**config.mk**
```make
export PLATFORM = sky130hd
export DESIGN_NAME = cdr_register_bank
export DESIGN_NICKNAME = d
export VERILOG_FILES = /design/src/design/cdr_regs_pkg.sv /design/src/design/cdr_register_bank.sv
export SDC_FILE = /design/constraint.sdc
export NUM_CORES = 1
export LEC_CHECK = 0
export BUFFER_PORTS_ARGS = -buffer_cell sky130_fd_sc_hd__buf_4
export CAP_MARGIN = 10
export CORE_MARGIN = 2
export CORE_UTILIZATION = 36
export DETAILED_ROUTE_END_ITERATION = 10
export PLACE_DENSITY = 0.63
export SLEW_MARGIN = 20
export SYNTH_ARGS = -nofsm -noshare
export SYNTH_HDL_FRONTEND = slang
export SYNTH_SLANG_ARGS = --single-unit
```
**constraint.sdc**
```tcl
create_clock -name clk_i -period 3.3 [get_ports clk_i]
set_input_delay 0.99 -clock clk_i [delete_from_list [all_inputs] [get_ports clk_i]]
set_output_delay 0.99 -clock clk_i [all_outputs]
set_load 0.05 [all_outputs]
```
**src/design/cdr_regs_pkg.sv**
```systemverilog
package cdr_regs_pkg;

  // ----------------------------------------------------------------
  // register offsets
  // ----------------------------------------------------------------
  localparam logic [7:0] OFS_FREQ_LOW   = 8'h00;
  localparam logic [7:0] OFS_FREQ_MID   = 8'h01;
  localparam logic [7:0] OFS_FREQ_HIGH  = 8'h02;
  localparam logic [7:0] OFS_COARSE     = 8'h03;
  localparam logic [7:0] OFS_STATUS     = 8'h04;
  localparam logic [7:0] OFS_RATE_CTRL  = 8'h08;
  localparam logic [7:0] OFS_LOCK_CTRL  = 8'h09;
  localparam logic [7:0] OFS_OUT_CFG    = 8'h11;

  // ----------------------------------------------------------------
  // reset values
  // ----------------------------------------------------------------
  localparam logic [7:0] CTRL_RESET     = 8'h00;

  // ----------------------------------------------------------------
  // field positions
  // ----------------------------------------------------------------
  localparam int ST_LOS_BIT      = 5;
  localparam int ST_STATIC_BIT   = 4;
  localparam int ST_LIVE_BIT     = 3;
  localparam int ST_MDONE_BIT    = 2;
  localparam int ST_COARSE0_BIT  = 0;
  localparam int RC_BAND_HI      = 7;
  localparam int RC_BAND_LO      = 6;
  localparam int RC_EXP_HI       = 5;
  localparam int RC_EXP_LO       = 2;
  localparam int RC_MEASURE_BIT  = 1;
  localparam int RC_LOCKREF_BIT  = 0;
  localparam int LC_CFG_LOL_BIT  = 7;
  localparam int LC_CLR_STAT_BIT = 6;
  localparam int LC_SYSRST_BIT   = 5;
  localparam int LC_CLR_MEAS_BIT = 3;
  localparam int OC_LOS_POL_BIT  = 2;
  localparam int OC_SQ_MODE_BIT  = 1;

  // ----------------------------------------------------------------
  // lock detector thresholds
  // ----------------------------------------------------------------
  localparam logic [15:0] UNLOCK_PPM    = 16'h03e8;
  localparam logic [15:0] RELOCK_PPM    = 16'h00fa;

  // ----------------------------------------------------------------
  // serial port address, upper and lower parts (arbitrary values)
  // ----------------------------------------------------------------
  localparam logic [1:0] SLAVE_ADDR_HI  = 2'h1;
  localparam logic [3:0] SLAVE_ADDR_LO  = 4'h0;

  typedef struct packed {
    logic [22:0] freq;
    logic [8:0]  coarse;
  } rate_meas_t;

  typedef struct packed {
    logic signal_absent_out;
    logic static_lol;
    logic live_lol;
    logic meas_done;
  } status_t;

  typedef enum logic [2:0] {
    MS_IDLE = 3'b001,
    MS_BUSY = 3'b010,
    MS_DONE = 3'b100
  } meas_state_t;

  typedef enum logic [6:0] {
    SS_IDLE = 7'b0000001,
    SS_ADDR = 7'b0000010,
    SS_SUB  = 7'b0000100,
    SS_WR   = 7'b0001000,
    SS_ACK  = 7'b0010000,
    SS_RD   = 7'b0100000,
    SS_RACK = 7'b1000000
  } serial_state_t;

endpackage

```
**src/design/cdr_register_bank.sv**
```systemverilog
// Notes on behaviour
// - coarse rate bits 8..1 read at 0x3, bit 0 in status D0.
// - status D5 is 1 while signal is lost, else 0.
// - status D4 latches on loss of lock; D3 is live lock state.
// - status D2 is 0 while measuring, 1 once measurement completes.
// - rate control D5:D2 give exponent n of ratio 2 to the n.
// - writing 1 to rate control D1 starts a rate measurement.
// - rate control D0 locks loop to data (0) or reference (1).
// - lock control D7 makes unlocked indicator live (0) or latched (1).
// - writing 1 then 0 clears D4, clears D2, or resets control registers, D4 and D2 and pulses system reset.
// - output config D2 sets signal-lost pin high (0) or low active.
// - output config D1 squelches clock and data, or data only.
// - all writeable control registers hold 0x00 after reset.
// - unlock above 1000 ppm error, relock once within 250 ppm.
// - mute pin high disables outputs per the squelch mode.
// - signal-lost pin shows loss of input, active high by default.
`timescale 1ns/10ps
module cdr_register_bank (
  input  wire logic                      clk_i,
  input  wire logic                      nrst_i,
  input  wire logic                      scl_i,
  input  wire logic                      sda_i,
  output logic                           sda_o,
  output logic                           sda_oe_o,
  input  wire logic                      slave_addr_bit5_pin_i,
  input  wire logic                      mute_i,
  input  wire logic                      signal_lost_i,
  input  wire logic [15:0]               freq_err_ppm_i,
  input  wire logic                      meas_done_i,
  input  wire cdr_regs_pkg::rate_meas_t  meas_i,
  output logic                           meas_start_o,
  output logic [1:0]                     refclk_band_o,
  output logic [3:0]                     ratio_exp_o,
  output logic                           lock_to_ref_o,
  output logic                           unlocked_indicator_o,
  output logic                           signal_absent_out_o,
  output logic                           clk_out_en_o,
  output logic                           data_out_en_o,
  output logic                           system_reset_o
);

  // --------------------------------------------------------------
  // pin synchronisers
  // --------------------------------------------------------------
  logic [4:0] sync1;
  logic [4:0] sync2;
  logic [1:0] bus_prev;

  always_ff @(posedge clk_i or negedge nrst_i) begin
    if (!nrst_i) begin
      // bus lines idle high, mute and signal loss idle low
      sync1    <= 5'h1c;
      sync2    <= 5'h1c;
      bus_prev <= 2'h3;
    end else begin
      sync1    <= {scl_i, sda_i, slave_addr_bit5_pin_i, mute_i,
                   signal_lost_i};
      sync2    <= sync1;
      bus_prev <= sync2[4:3];
    end
  end

  logic scl;
  logic sda;
  logic addr5;
  logic mute;
  logic signal_absent_out;
  assign scl   = sync2[4];
  assign sda   = sync2[3];
  assign addr5 = sync2[2];
  assign mute  = sync2[1];
  assign signal_absent_out   = sync2[0];

  logic scl_rise;
  logic scl_fall;
  logic start_cond;
  logic stop_cond;
  assign scl_rise   = scl & ~bus_prev[1];
  assign scl_fall   = ~scl & bus_prev[1];
  assign start_cond = scl & bus_prev[1] & bus_prev[0] & ~sda;
  assign stop_cond  = scl & bus_prev[1] & ~bus_prev[0] & sda;

  // --------------------------------------------------------------
  // register state
  // --------------------------------------------------------------
  logic [7:0]                  rate_control;
  logic [7:0]                  lock_reset_control;
  logic [7:0]                  output_config;
  cdr_regs_pkg::rate_meas_t    meas_held;
  cdr_regs_pkg::status_t       status;
  cdr_regs_pkg::meas_state_t   meas_state;

  logic [7:0] rd_byte;
  logic [7:0] ptr;

  // readback mux; unmapped and write-only offsets read as zero
  always_comb begin
    rd_byte = 8'h00;
    if (ptr == cdr_regs_pkg::OFS_FREQ_LOW) begin
      rd_byte = meas_held.freq[7:0];
    end else if (ptr == cdr_regs_pkg::OFS_FREQ_MID) begin
      rd_byte = meas_held.freq[15:8];
    end else if (ptr == cdr_regs_pkg::OFS_FREQ_HIGH) begin
      rd_byte = {1'b0, meas_held.freq[22:16]};
    end else if (ptr == cdr_regs_pkg::OFS_COARSE) begin
      rd_byte = meas_held.coarse[8:1];
    end else if (ptr == cdr_regs_pkg::OFS_STATUS) begin
      rd_byte = 8'h00;
      rd_byte[cdr_regs_pkg::ST_LOS_BIT]     = status.signal_absent_out;
      rd_byte[cdr_regs_pkg::ST_STATIC_BIT]  = status.static_lol;
      rd_byte[cdr_regs_pkg::ST_LIVE_BIT]    = status.live_lol;
      rd_byte[cdr_regs_pkg::ST_MDONE_BIT]   = status.meas_done;
      rd_byte[cdr_regs_pkg::ST_COARSE0_BIT] = meas_held.coarse[0];
    end
  end

  // --------------------------------------------------------------
  // serial slave
  // --------------------------------------------------------------
  cdr_regs_pkg::serial_state_t ss;
  cdr_regs_pkg::serial_state_t next_ss;
  cdr_regs_pkg::serial_state_t ack_to;
  cdr_regs_pkg::serial_state_t next_ack_to;
  logic [7:0] shift;
  logic [7:0] next_shift;
  logic [3:0] cnt;
  logic [3:0] next_cnt;
  logic [7:0] next_ptr;
  logic       next_sda_oe;
  logic       wr_en;
  logic [7:0] wr_addr;
  logic [7:0] wr_data;
  logic [6:0] my_addr;

  assign my_addr = {cdr_regs_pkg::SLAVE_ADDR_HI, addr5,
                    cdr_regs_pkg::SLAVE_ADDR_LO};

  always_comb begin
    next_ss     = ss;
    next_ack_to = ack_to;
    next_shift  = shift;
    next_cnt    = cnt;
    next_ptr    = ptr;
    next_sda_oe = sda_oe_o;
    wr_en       = 1'b0;
    wr_addr     = ptr;
    wr_data     = shift;
    if (start_cond) begin
      next_ss     = cdr_regs_pkg::SS_ADDR;
      next_cnt    = 4'h0;
      next_sda_oe = 1'b0;
    end else if (stop_cond) begin
      next_ss     = cdr_regs_pkg::SS_IDLE;
      next_sda_oe = 1'b0;
    end else begin
      case (ss)
        cdr_regs_pkg::SS_ADDR, cdr_regs_pkg::SS_SUB,
        cdr_regs_pkg::SS_WR: begin
          if (scl_rise && cnt != 4'h8) begin
            next_shift = {shift[6:0], sda};
            next_cnt   = cnt + 4'h1;
          end else if (scl_fall && cnt == 4'h8) begin
            next_cnt    = 4'h0;
            next_ss     = cdr_regs_pkg::SS_ACK;
            next_sda_oe = 1'b1;
            if (ss == cdr_regs_pkg::SS_ADDR) begin
              next_ack_to = shift[0] ? cdr_regs_pkg::SS_RD
                                     : cdr_regs_pkg::SS_SUB;
              if (shift[7:1] != my_addr) begin
                next_ss     = cdr_regs_pkg::SS_IDLE;
                next_sda_oe = 1'b0;
              end
            end else if (ss == cdr_regs_pkg::SS_SUB) begin
              next_ptr    = shift;
              next_ack_to = cdr_regs_pkg::SS_WR;
            end else begin
              wr_en       = 1'b1;
              next_ptr    = ptr + 8'h01;
              next_ack_to = cdr_regs_pkg::SS_WR;
            end
          end
        end
        cdr_regs_pkg::SS_ACK: begin
          if (scl_fall) begin
            next_ss     = ack_to;
            next_sda_oe = 1'b0;
            if (ack_to == cdr_regs_pkg::SS_RD) begin
              next_sda_oe = ~rd_byte[7];
              next_shift  = {rd_byte[6:0], 1'b0};
              next_cnt    = 4'h1;
              next_ptr    = ptr + 8'h01;
            end
          end
        end
        cdr_regs_pkg::SS_RD: begin
          if (scl_fall) begin
            if (cnt == 4'h8) begin
              next_ss     = cdr_regs_pkg::SS_RACK;
              next_sda_oe = 1'b0;
            end else begin
              next_sda_oe = ~shift[7];
              next_shift  = {shift[6:0], 1'b0};
              next_cnt    = cnt + 4'h1;
            end
          end
        end
        cdr_regs_pkg::SS_RACK: begin
          if (scl_rise && sda) begin
            next_ss = cdr_regs_pkg::SS_IDLE;
          end else if (scl_fall) begin
            next_ss     = cdr_regs_pkg::SS_RD;
            next_sda_oe = ~rd_byte[7];
            next_shift  = {rd_byte[6:0], 1'b0};
            next_cnt    = 4'h1;
            next_ptr    = ptr + 8'h01;
          end
        end
        default: begin
          next_ss = cdr_regs_pkg::SS_IDLE;
        end
      endcase
    end
  end

  always_ff @(posedge clk_i or negedge nrst_i) begin
    if (!nrst_i) begin
      ss       <= cdr_regs_pkg::SS_IDLE;
      ack_to   <= cdr_regs_pkg::SS_IDLE;
      shift    <= 8'h00;
      cnt      <= 4'h0;
      ptr      <= 8'h00;
      sda_oe_o <= 1'b0;
      sda_o    <= 1'b0;
    end else begin
      ss       <= next_ss;
      ack_to   <= next_ack_to;
      shift    <= next_shift;
      cnt      <= next_cnt;
      ptr      <= next_ptr;
      sda_oe_o <= next_sda_oe;
      sda_o    <= 1'b0;
    end
  end

  // --------------------------------------------------------------
  // control registers, status and measurement
  // --------------------------------------------------------------
  logic [7:0]                next_rate_control;
  logic [7:0]                next_lock_reset_control;
  logic [7:0]                next_output_config;
  cdr_regs_pkg::rate_meas_t  next_meas_held;
  cdr_regs_pkg::status_t     next_status;
  cdr_regs_pkg::meas_state_t next_meas_state;
  logic                      next_meas_start;
  logic                      next_system_reset;
  logic                      live_prev;
  logic                      clr_static;
  logic                      clr_meas;
  logic                      sys_rst;
  logic                      lol_rise;

  always_comb begin
    next_rate_control       = rate_control;
    next_lock_reset_control = lock_reset_control;
    next_output_config      = output_config;
    next_meas_held          = meas_held;
    next_status             = status;
    next_meas_state         = meas_state;
    next_meas_start         = 1'b0;
    clr_static              = 1'b0;
    clr_meas                = 1'b0;
    sys_rst                 = 1'b0;
    if (wr_en && wr_addr == cdr_regs_pkg::OFS_RATE_CTRL) begin
      next_rate_control = wr_data;
      if (wr_data[cdr_regs_pkg::RC_MEASURE_BIT]) begin
        next_meas_start = 1'b1;
        next_meas_state = cdr_regs_pkg::MS_BUSY;
      end
    end else if (wr_en && wr_addr == cdr_regs_pkg::OFS_LOCK_CTRL) begin
      next_lock_reset_control = wr_data;
      clr_static = lock_reset_control[cdr_regs_pkg::LC_CLR_STAT_BIT]
                 & ~wr_data[cdr_regs_pkg::LC_CLR_STAT_BIT];
      clr_meas   = lock_reset_control[cdr_regs_pkg::LC_CLR_MEAS_BIT]
                 & ~wr_data[cdr_regs_pkg::LC_CLR_MEAS_BIT];
      sys_rst    = lock_reset_control[cdr_regs_pkg::LC_SYSRST_BIT]
                 & ~wr_data[cdr_regs_pkg::LC_SYSRST_BIT];
    end else if (wr_en && wr_addr == cdr_regs_pkg::OFS_OUT_CFG) begin
      next_output_config = wr_data;
    end
    case (meas_state)
      cdr_regs_pkg::MS_BUSY: begin
        if (meas_done_i) begin
          next_meas_held  = meas_i;
          next_meas_state = cdr_regs_pkg::MS_DONE;
        end
      end
      cdr_regs_pkg::MS_DONE: begin
        if (clr_meas) begin
          next_meas_state = cdr_regs_pkg::MS_IDLE;
        end
      end
      default: begin
      end
    endcase
    // lock detector with hysteresis
    if (freq_err_ppm_i > cdr_regs_pkg::UNLOCK_PPM) begin
      next_status.live_lol = 1'b1;
    end else if (freq_err_ppm_i <= cdr_regs_pkg::RELOCK_PPM) begin
      next_status.live_lol = 1'b0;
    end
    if (lol_rise) begin
      next_status.static_lol = 1'b1;
    end else if (clr_static) begin
      next_status.static_lol = 1'b0;
    end
    next_status.signal_absent_out       = signal_absent_out;
    next_status.meas_done = (next_meas_state == cdr_regs_pkg::MS_DONE);
    next_system_reset     = sys_rst;
    if (sys_rst) begin
      next_rate_control       = cdr_regs_pkg::CTRL_RESET;
      next_lock_reset_control = cdr_regs_pkg::CTRL_RESET;
      next_output_config      = cdr_regs_pkg::CTRL_RESET;
      next_meas_state         = cdr_regs_pkg::MS_IDLE;
      next_status.static_lol  = 1'b0;
      next_status.meas_done   = 1'b0;
      next_meas_start         = 1'b0;
    end
  end

  assign lol_rise = status.live_lol & ~live_prev;

  always_ff @(posedge clk_i or negedge nrst_i) begin
    if (!nrst_i) begin
      rate_control       <= cdr_regs_pkg::CTRL_RESET;
      lock_reset_control <= cdr_regs_pkg::CTRL_RESET;
      output_config      <= cdr_regs_pkg::CTRL_RESET;
      meas_held          <= '0;
      status             <= '0;
      meas_state         <= cdr_regs_pkg::MS_IDLE;
      meas_start_o       <= 1'b0;
      system_reset_o     <= 1'b0;
      live_prev          <= 1'b0;
    end else begin
      rate_control       <= next_rate_control;
      lock_reset_control <= next_lock_reset_control;
      output_config      <= next_output_config;
      meas_held          <= next_meas_held;
      status             <= next_status;
      meas_state         <= next_meas_state;
      meas_start_o       <= next_meas_start;
      system_reset_o     <= next_system_reset;
      live_prev          <= status.live_lol;
    end
  end

  // --------------------------------------------------------------
  // registered control outputs
  // --------------------------------------------------------------
  logic       next_unlocked;
  logic       next_los_pin;
  logic       next_clk_en;
  logic       next_data_en;

  always_comb begin
    next_unlocked = lock_reset_control[cdr_regs_pkg::LC_CFG_LOL_BIT]
                  ? status.static_lol : status.live_lol;
    next_los_pin  = status.signal_absent_out
                  ^ output_config[cdr_regs_pkg::OC_LOS_POL_BIT];
    next_data_en  = ~mute;
    next_clk_en   = ~(mute
                  & ~output_config[cdr_regs_pkg::OC_SQ_MODE_BIT]);
  end

  always_ff @(posedge clk_i or negedge nrst_i) begin
    if (!nrst_i) begin
      refclk_band_o        <= 2'h0;
      ratio_exp_o          <= 4'h0;
      lock_to_ref_o        <= 1'b0;
      unlocked_indicator_o <= 1'b0;
      signal_absent_out_o  <= 1'b0;
      clk_out_en_o         <= 1'b1;
      data_out_en_o        <= 1'b1;
    end else begin
      refclk_band_o <= rate_control[cdr_regs_pkg::RC_BAND_HI:
                                    cdr_regs_pkg::RC_BAND_LO];
      ratio_exp_o   <= rate_control[cdr_regs_pkg::RC_EXP_HI:
                                    cdr_regs_pkg::RC_EXP_LO];
      lock_to_ref_o <= rate_control[cdr_regs_pkg::RC_LOCKREF_BIT];
      unlocked_indicator_o <= next_unlocked;
      signal_absent_out_o  <= next_los_pin;
      clk_out_en_o         <= next_clk_en;
      data_out_en_o        <= next_data_en;
    end
  end

endmodule

```
* Yosys cells after proc, flatten, opt, wreduce, memory -nomap -nowiden *
Cells that the tools add are included.

storage, ports and cells
  flip-flop bits (word level) = 119
  output and inout port bits = 15
  word-level logic and storage cells = 234
  input port bits = 56

operators by class
  eq/ne operators = 48
  $lt $le $gt $ge = 2
  reductions and logical operators = 26
  muxes and demuxes = 98
  add/subtract/negate cells = 2
  bitwise gates (word level) = 29

operator list
  kind                  number
  $mux 8                24
  $mux 7                9
  $mux 4                10
  $ne 4x4->1 const B    9
  $mux 1                35
  $pmux 8 s4            1
  $pmux 7 s4            1
  $mux 3                9
  $ne 2x2->1 const B    13
  $pmux 8 s3            1
  $reduce_and 10->1     2
  $mux 6                3
  $ne 3x3->1 const B    6
  $eq 8x2->1 const B    2
  $eq 8x4->1 const B    2
  $gt 16x10->1 const B  1
  $le 16x8->1 const B   1
  $not 1->1             16
  $pmux 4 s4            1
  $eq 7x6->1 const B    2
  $and 1x1->1           12
  $mux 5                2
  $reduce_and 9->1      1
  $add 8x1->8 const B   1
  other kinds (30)      41

* Longest topological paths before layout *
  depth in word-level cells = 15
  depth in mapped cells = 9
  depth with buffers taken out = 8

* Least setup slack after synthesis *
Ideal clock, no wire load.

  path type = input to register
  start = input port meas_done_i
  end = register meas_held[14] (netlist name)
  slack = 0.945 ns
  required time = 3.175 ns
  arrival time = 2.231 ns
  setup time = 0.125 ns
  path buffers = 2
  stages = 4
  cell sequence = nor4bb_1 clkbuf_1 buf_1 mux2_2

between the ends
  longest elaborated chain between the ends = 1

ends and longest elaborated chain
  element                     RTL line                  source
  start, declared             cdr_register_bank.sv:29   input wire logic meas_done_i,
  $reduce_and 2->1 (no line)  --
  end signal, assigned        cdr_register_bank.sv:347  meas_held <= next_meas_held;
  end, declared               cdr_register_bank.sv:89   cdr_regs_pkg::rate_meas_t meas_held;

No other way between the ends.
A chain may end at the register's enable or synchronous reset.

* Worst setup path after layout *
  start = register ack_to[2]
  end = register ptr[0]

between the ends
  longest elaborated chain between the ends = 3

ends and longest elaborated chain
  element                      RTL line                  source
  start, declared              cdr_register_bank.sv:122  cdr_regs_pkg::serial_state_t ack_to;
  start signal, assigned       cdr_register_bank.sv:228  ack_to <= cdr_regs_pkg::SS_IDLE;
  start signal, assigned       cdr_register_bank.sv:236  ack_to <= next_ack_to;
  $eq 7x6->1                   cdr_register_bank.sv:187  if (ack_to == cdr_regs_pkg::SS_RD) begin
  $ne 2x2->1 (no line)         --
  $reduce_and 10->1 (no line)  --
  end signal, assigned         cdr_register_bank.sv:239  ptr <= next_ptr;
  end, declared                cdr_register_bank.sv:94   logic [7:0] ptr;

No other way between the ends.

==> flow_metrics.tcl <==
set metrics [dict create \
    status "completed" \
    synth.avg_cell_area_um2 10.3 \
    clk_pin_slew_ns 0.08 \
    dr_wl_met2_um 6000 \
    grt_pass1_wl_um 21600 \
    fp.dieW_um 126 \
    irDropWorstVdd_uv 275 \
    drv_slew 0 \
    seq_area_frac_synth_pct 51.5 \
    maxCapViolations 0 \
    cts_sinks 110 \
    io_pins 71 \
    skew_ns 0.0127 \
    cts_tree "done" \
    synth-seq-cells 110 \
    worstHoldPathCells 0 \
    cts_inserted_buffers 9 \
    r2r-start "ack_to[2]" \
    vias_per_cell 5.44 \
    root_buffer "clkbuf_16" \
    setup_tns_ns 0 \
    highest_layer "met4" \
    rr_endpoint "ptr[0]" \
    min_to "sync2[1]" \
    synth-edff-count 0 \
    synth_nets 582 \
    drt_iter0_markers 377 \
    cts_resized 0 \
    cp-end-kind "register" \
    grt_antenna_before_repair 0 \
    drt_first_pass_iters 6 \
    hold_viol 0 \
    drive_gt1_share_pct 27.3 \
    gp_congestion 0.915 \
    path_max_fanout 16 \
    syn_inst 520 \
    antenna_left 0 \
    gr-usage-all-layers_pct 16.8 \
    portBuffers 69 \
    ys_warn_count 0 \
    required_ns 3.55 \
    grt_pass1_vias 4187 \
    cpLargestDelayFamily "compound AO/OA/AOI/OAI gates" \
    yosysTopAreaCellShare_pct 45.1 \
    design.die.area_um2 15900 \
    grt_setup_unrepaired "no" \
    synthFlopType "dfrtp_1" \
    grt_max_degree 52 \
    overflow 0 \
    ys_top_cells_by_area "dfrtp_1, mux2_2, dfstp_2, nand2_1, a21oi_1" \
    htree_levels 3 \
    tightest_slew_ns 0.883 \
    crit_buf_inv 1 \
    power.leakage_nw 2.82 \
    power.internal_mw 2.35 \
    yosysMostFrequentCell "dfrtp_1" \
    max_freq_ghz 0.379 \
    die_h_um 126 \
    power.density_nw_per_um2 501 \
    n_antenna_cell 0 \
    async_reset_ff_share_pct 100 \
    synth_area_um2 5380 \
    nets 644 \
    wire_per_inst_um 16.8 \
    pwr-share-clk_pct 33.7 \
    pwr-share-comb_pct 12.9 \
    clockBufferDepth 2 \
    max_slew_margin_pct 40.3 \
    startpoint_type "register" \
    hold_start "sync1[1]" \
    cp.depth 7 \
    wl_met3_um 810 \
    switching_share_pct 26.4 \
    setup_viol 0 \
    cp_cell_sequence "nor4b_1 -> a21oi_1 -> o21a_1 -> a2111oi_4 -> buf_4 -> o21ai_1 -> a22o_1" \
    dpl.hpwl_um 9550 \
    area_growth_pct 18.7 \
    critPathKind "reg2reg" \
    final_util_pct 43.8 \
    slowest_delay_ns 0.79 \
    drcViolationCount 0 \
    crit_arrival_ns 2.89 \
    reg2reg_slack_ns 0.66 \
    p_sw_uw 846 \
    dr_total_vias 4191 \
    r2r_cells 7 \
    rows 44 \
    hp-class "reg2reg" \
    initial_core_util_pct 36.9 \
    slowest_stage "nor4b_1" \
    core_region_area_um2 14600 \
    timing.final.crit_share_pct 80.0 \
    routed_wl_um 12900 \
    cts_setup_buffers 0 \
    p_seq_share_pct 53.4 \
    wl_met1_um 5960 \
    hold_buffers 0 \
    clkLatencyLatePin_ns 0.36 \
    synth_top_cell_by_area "dfrtp_1" \
    ys_types 62 \
    period_needed_ns 2.64 \
    synth_common_cells "dfrtp_1, nand2_1, a21oi_1, mux2_2, o21ai_0" \
]
power groups by stage:
stage	registers, mW	clock network (mW)	logic, mW
3_5_place_dp	1.74	0	0.420
3_3_place_gp	1.72	0	0.401
5_1_grt	1.74	1.17	0.463
2_1_floorplan	1.68	0	0.277
6_report	1.71	1.08	0.414
4_1_cts	1.71	1.11	0.422
final cells by class:
type	instances	area (um2)
Multi-Input combinational cell	377	2480
Fill cell	1404	8200
Inverter	9	33.8
Sequential cell	110	2770
Timing Repair Buffer	75	576
Tap cell	184	230
Clock buffer	10	229
Clock inverter	6	65.1
through the flow:
step | worst slack, ns | power [mW] | hold WS (ns) | area (um2) | std cells
2_1_floorplan | 0.945 | 1.96 | 0.331 | 5380 | 520
3_3_place_gp | 0.732 | 2.13 | 0.333 | 6090 | 755
3_5_place_dp | 0.745 | 2.16 | 0.337 | 6090 | 755
4_1_cts | 0.737 | 3.24 | 0.351 | 6390 | 771
5_1_grt | 0.520 | 3.36 | 0.356 | 6390 | 771
6_report | 0.661 | 3.20 | 0.349 | 6390 | 771
state kept, by name (all words and copies together), names as in the netlist, 5 cells and up:
name,cells
meas_held,32
sync1,5
sync2,5
ptr,8
shift,8
ss,7
rate_control,7
worst max-delay path by stage:
stage,slack (ns),from,end
floorplan,0.94,meas_done_i,meas_held[14]
global placement,0.73,ack_to[2],ptr[0]
detailed placement,0.75,ack_to[2],ptr[0]
CTS,0.74,ack_to[2],ptr[0]
global route,0.52,ack_to[2],ptr[0]
finish,0.66,ack_to[2],ptr[0]
cells by family (layout without fill, tap and decap cells):
kind of cell	after synthesis	count (layout)	share of synthesized area [%]
AND/OR/NAND/NOR	198	198	19.6
AO/OA/AOI/OAI	120	120	14.3
flip-flops	110	110	51.5
multiplexers	47	47	9.77
buffers and inverters	33	100	2.67
adder cells (fa/ha/maj)	6	6	1.39
XOR/XNOR	5	5	0.814
other	1	1	0.0697
worst register-to-register path, cell delays in order (launching register included):
cell       delay [ns]
dfrtp_1          0.40
nor4b_1          0.79
a21oi_1          0.16
o21a_1           0.30
a2111oi_4        0.29
buf_4            0.26
o21ai_1          0.09
a22o_1           0.25
layout by cell type, fill, tap and decap left out, types with 11 or more instances in the layout:
master | synthesis | routed
dfrtp_1 | 97 | 97
buf_4 | 2 | 74
nand2_1 | 70 | 70
a21oi_1 | 44 | 44
mux2_2 | 44 | 44
o21ai_0 | 29 | 29
nor2_1 | 25 | 25
nand3_1 | 20 | 20
dfstp_2 | 13 | 13
nor3_1 | 11 | 11
metal layers:
layer	up-vias	global-route usage, %
met3	20	5.31
met4	0	4.40
met5	-	0
li1	1993	-
met1	2037	23.2
met2	141	25.8
Note: power is estimated with default switching activity, not from simulation.
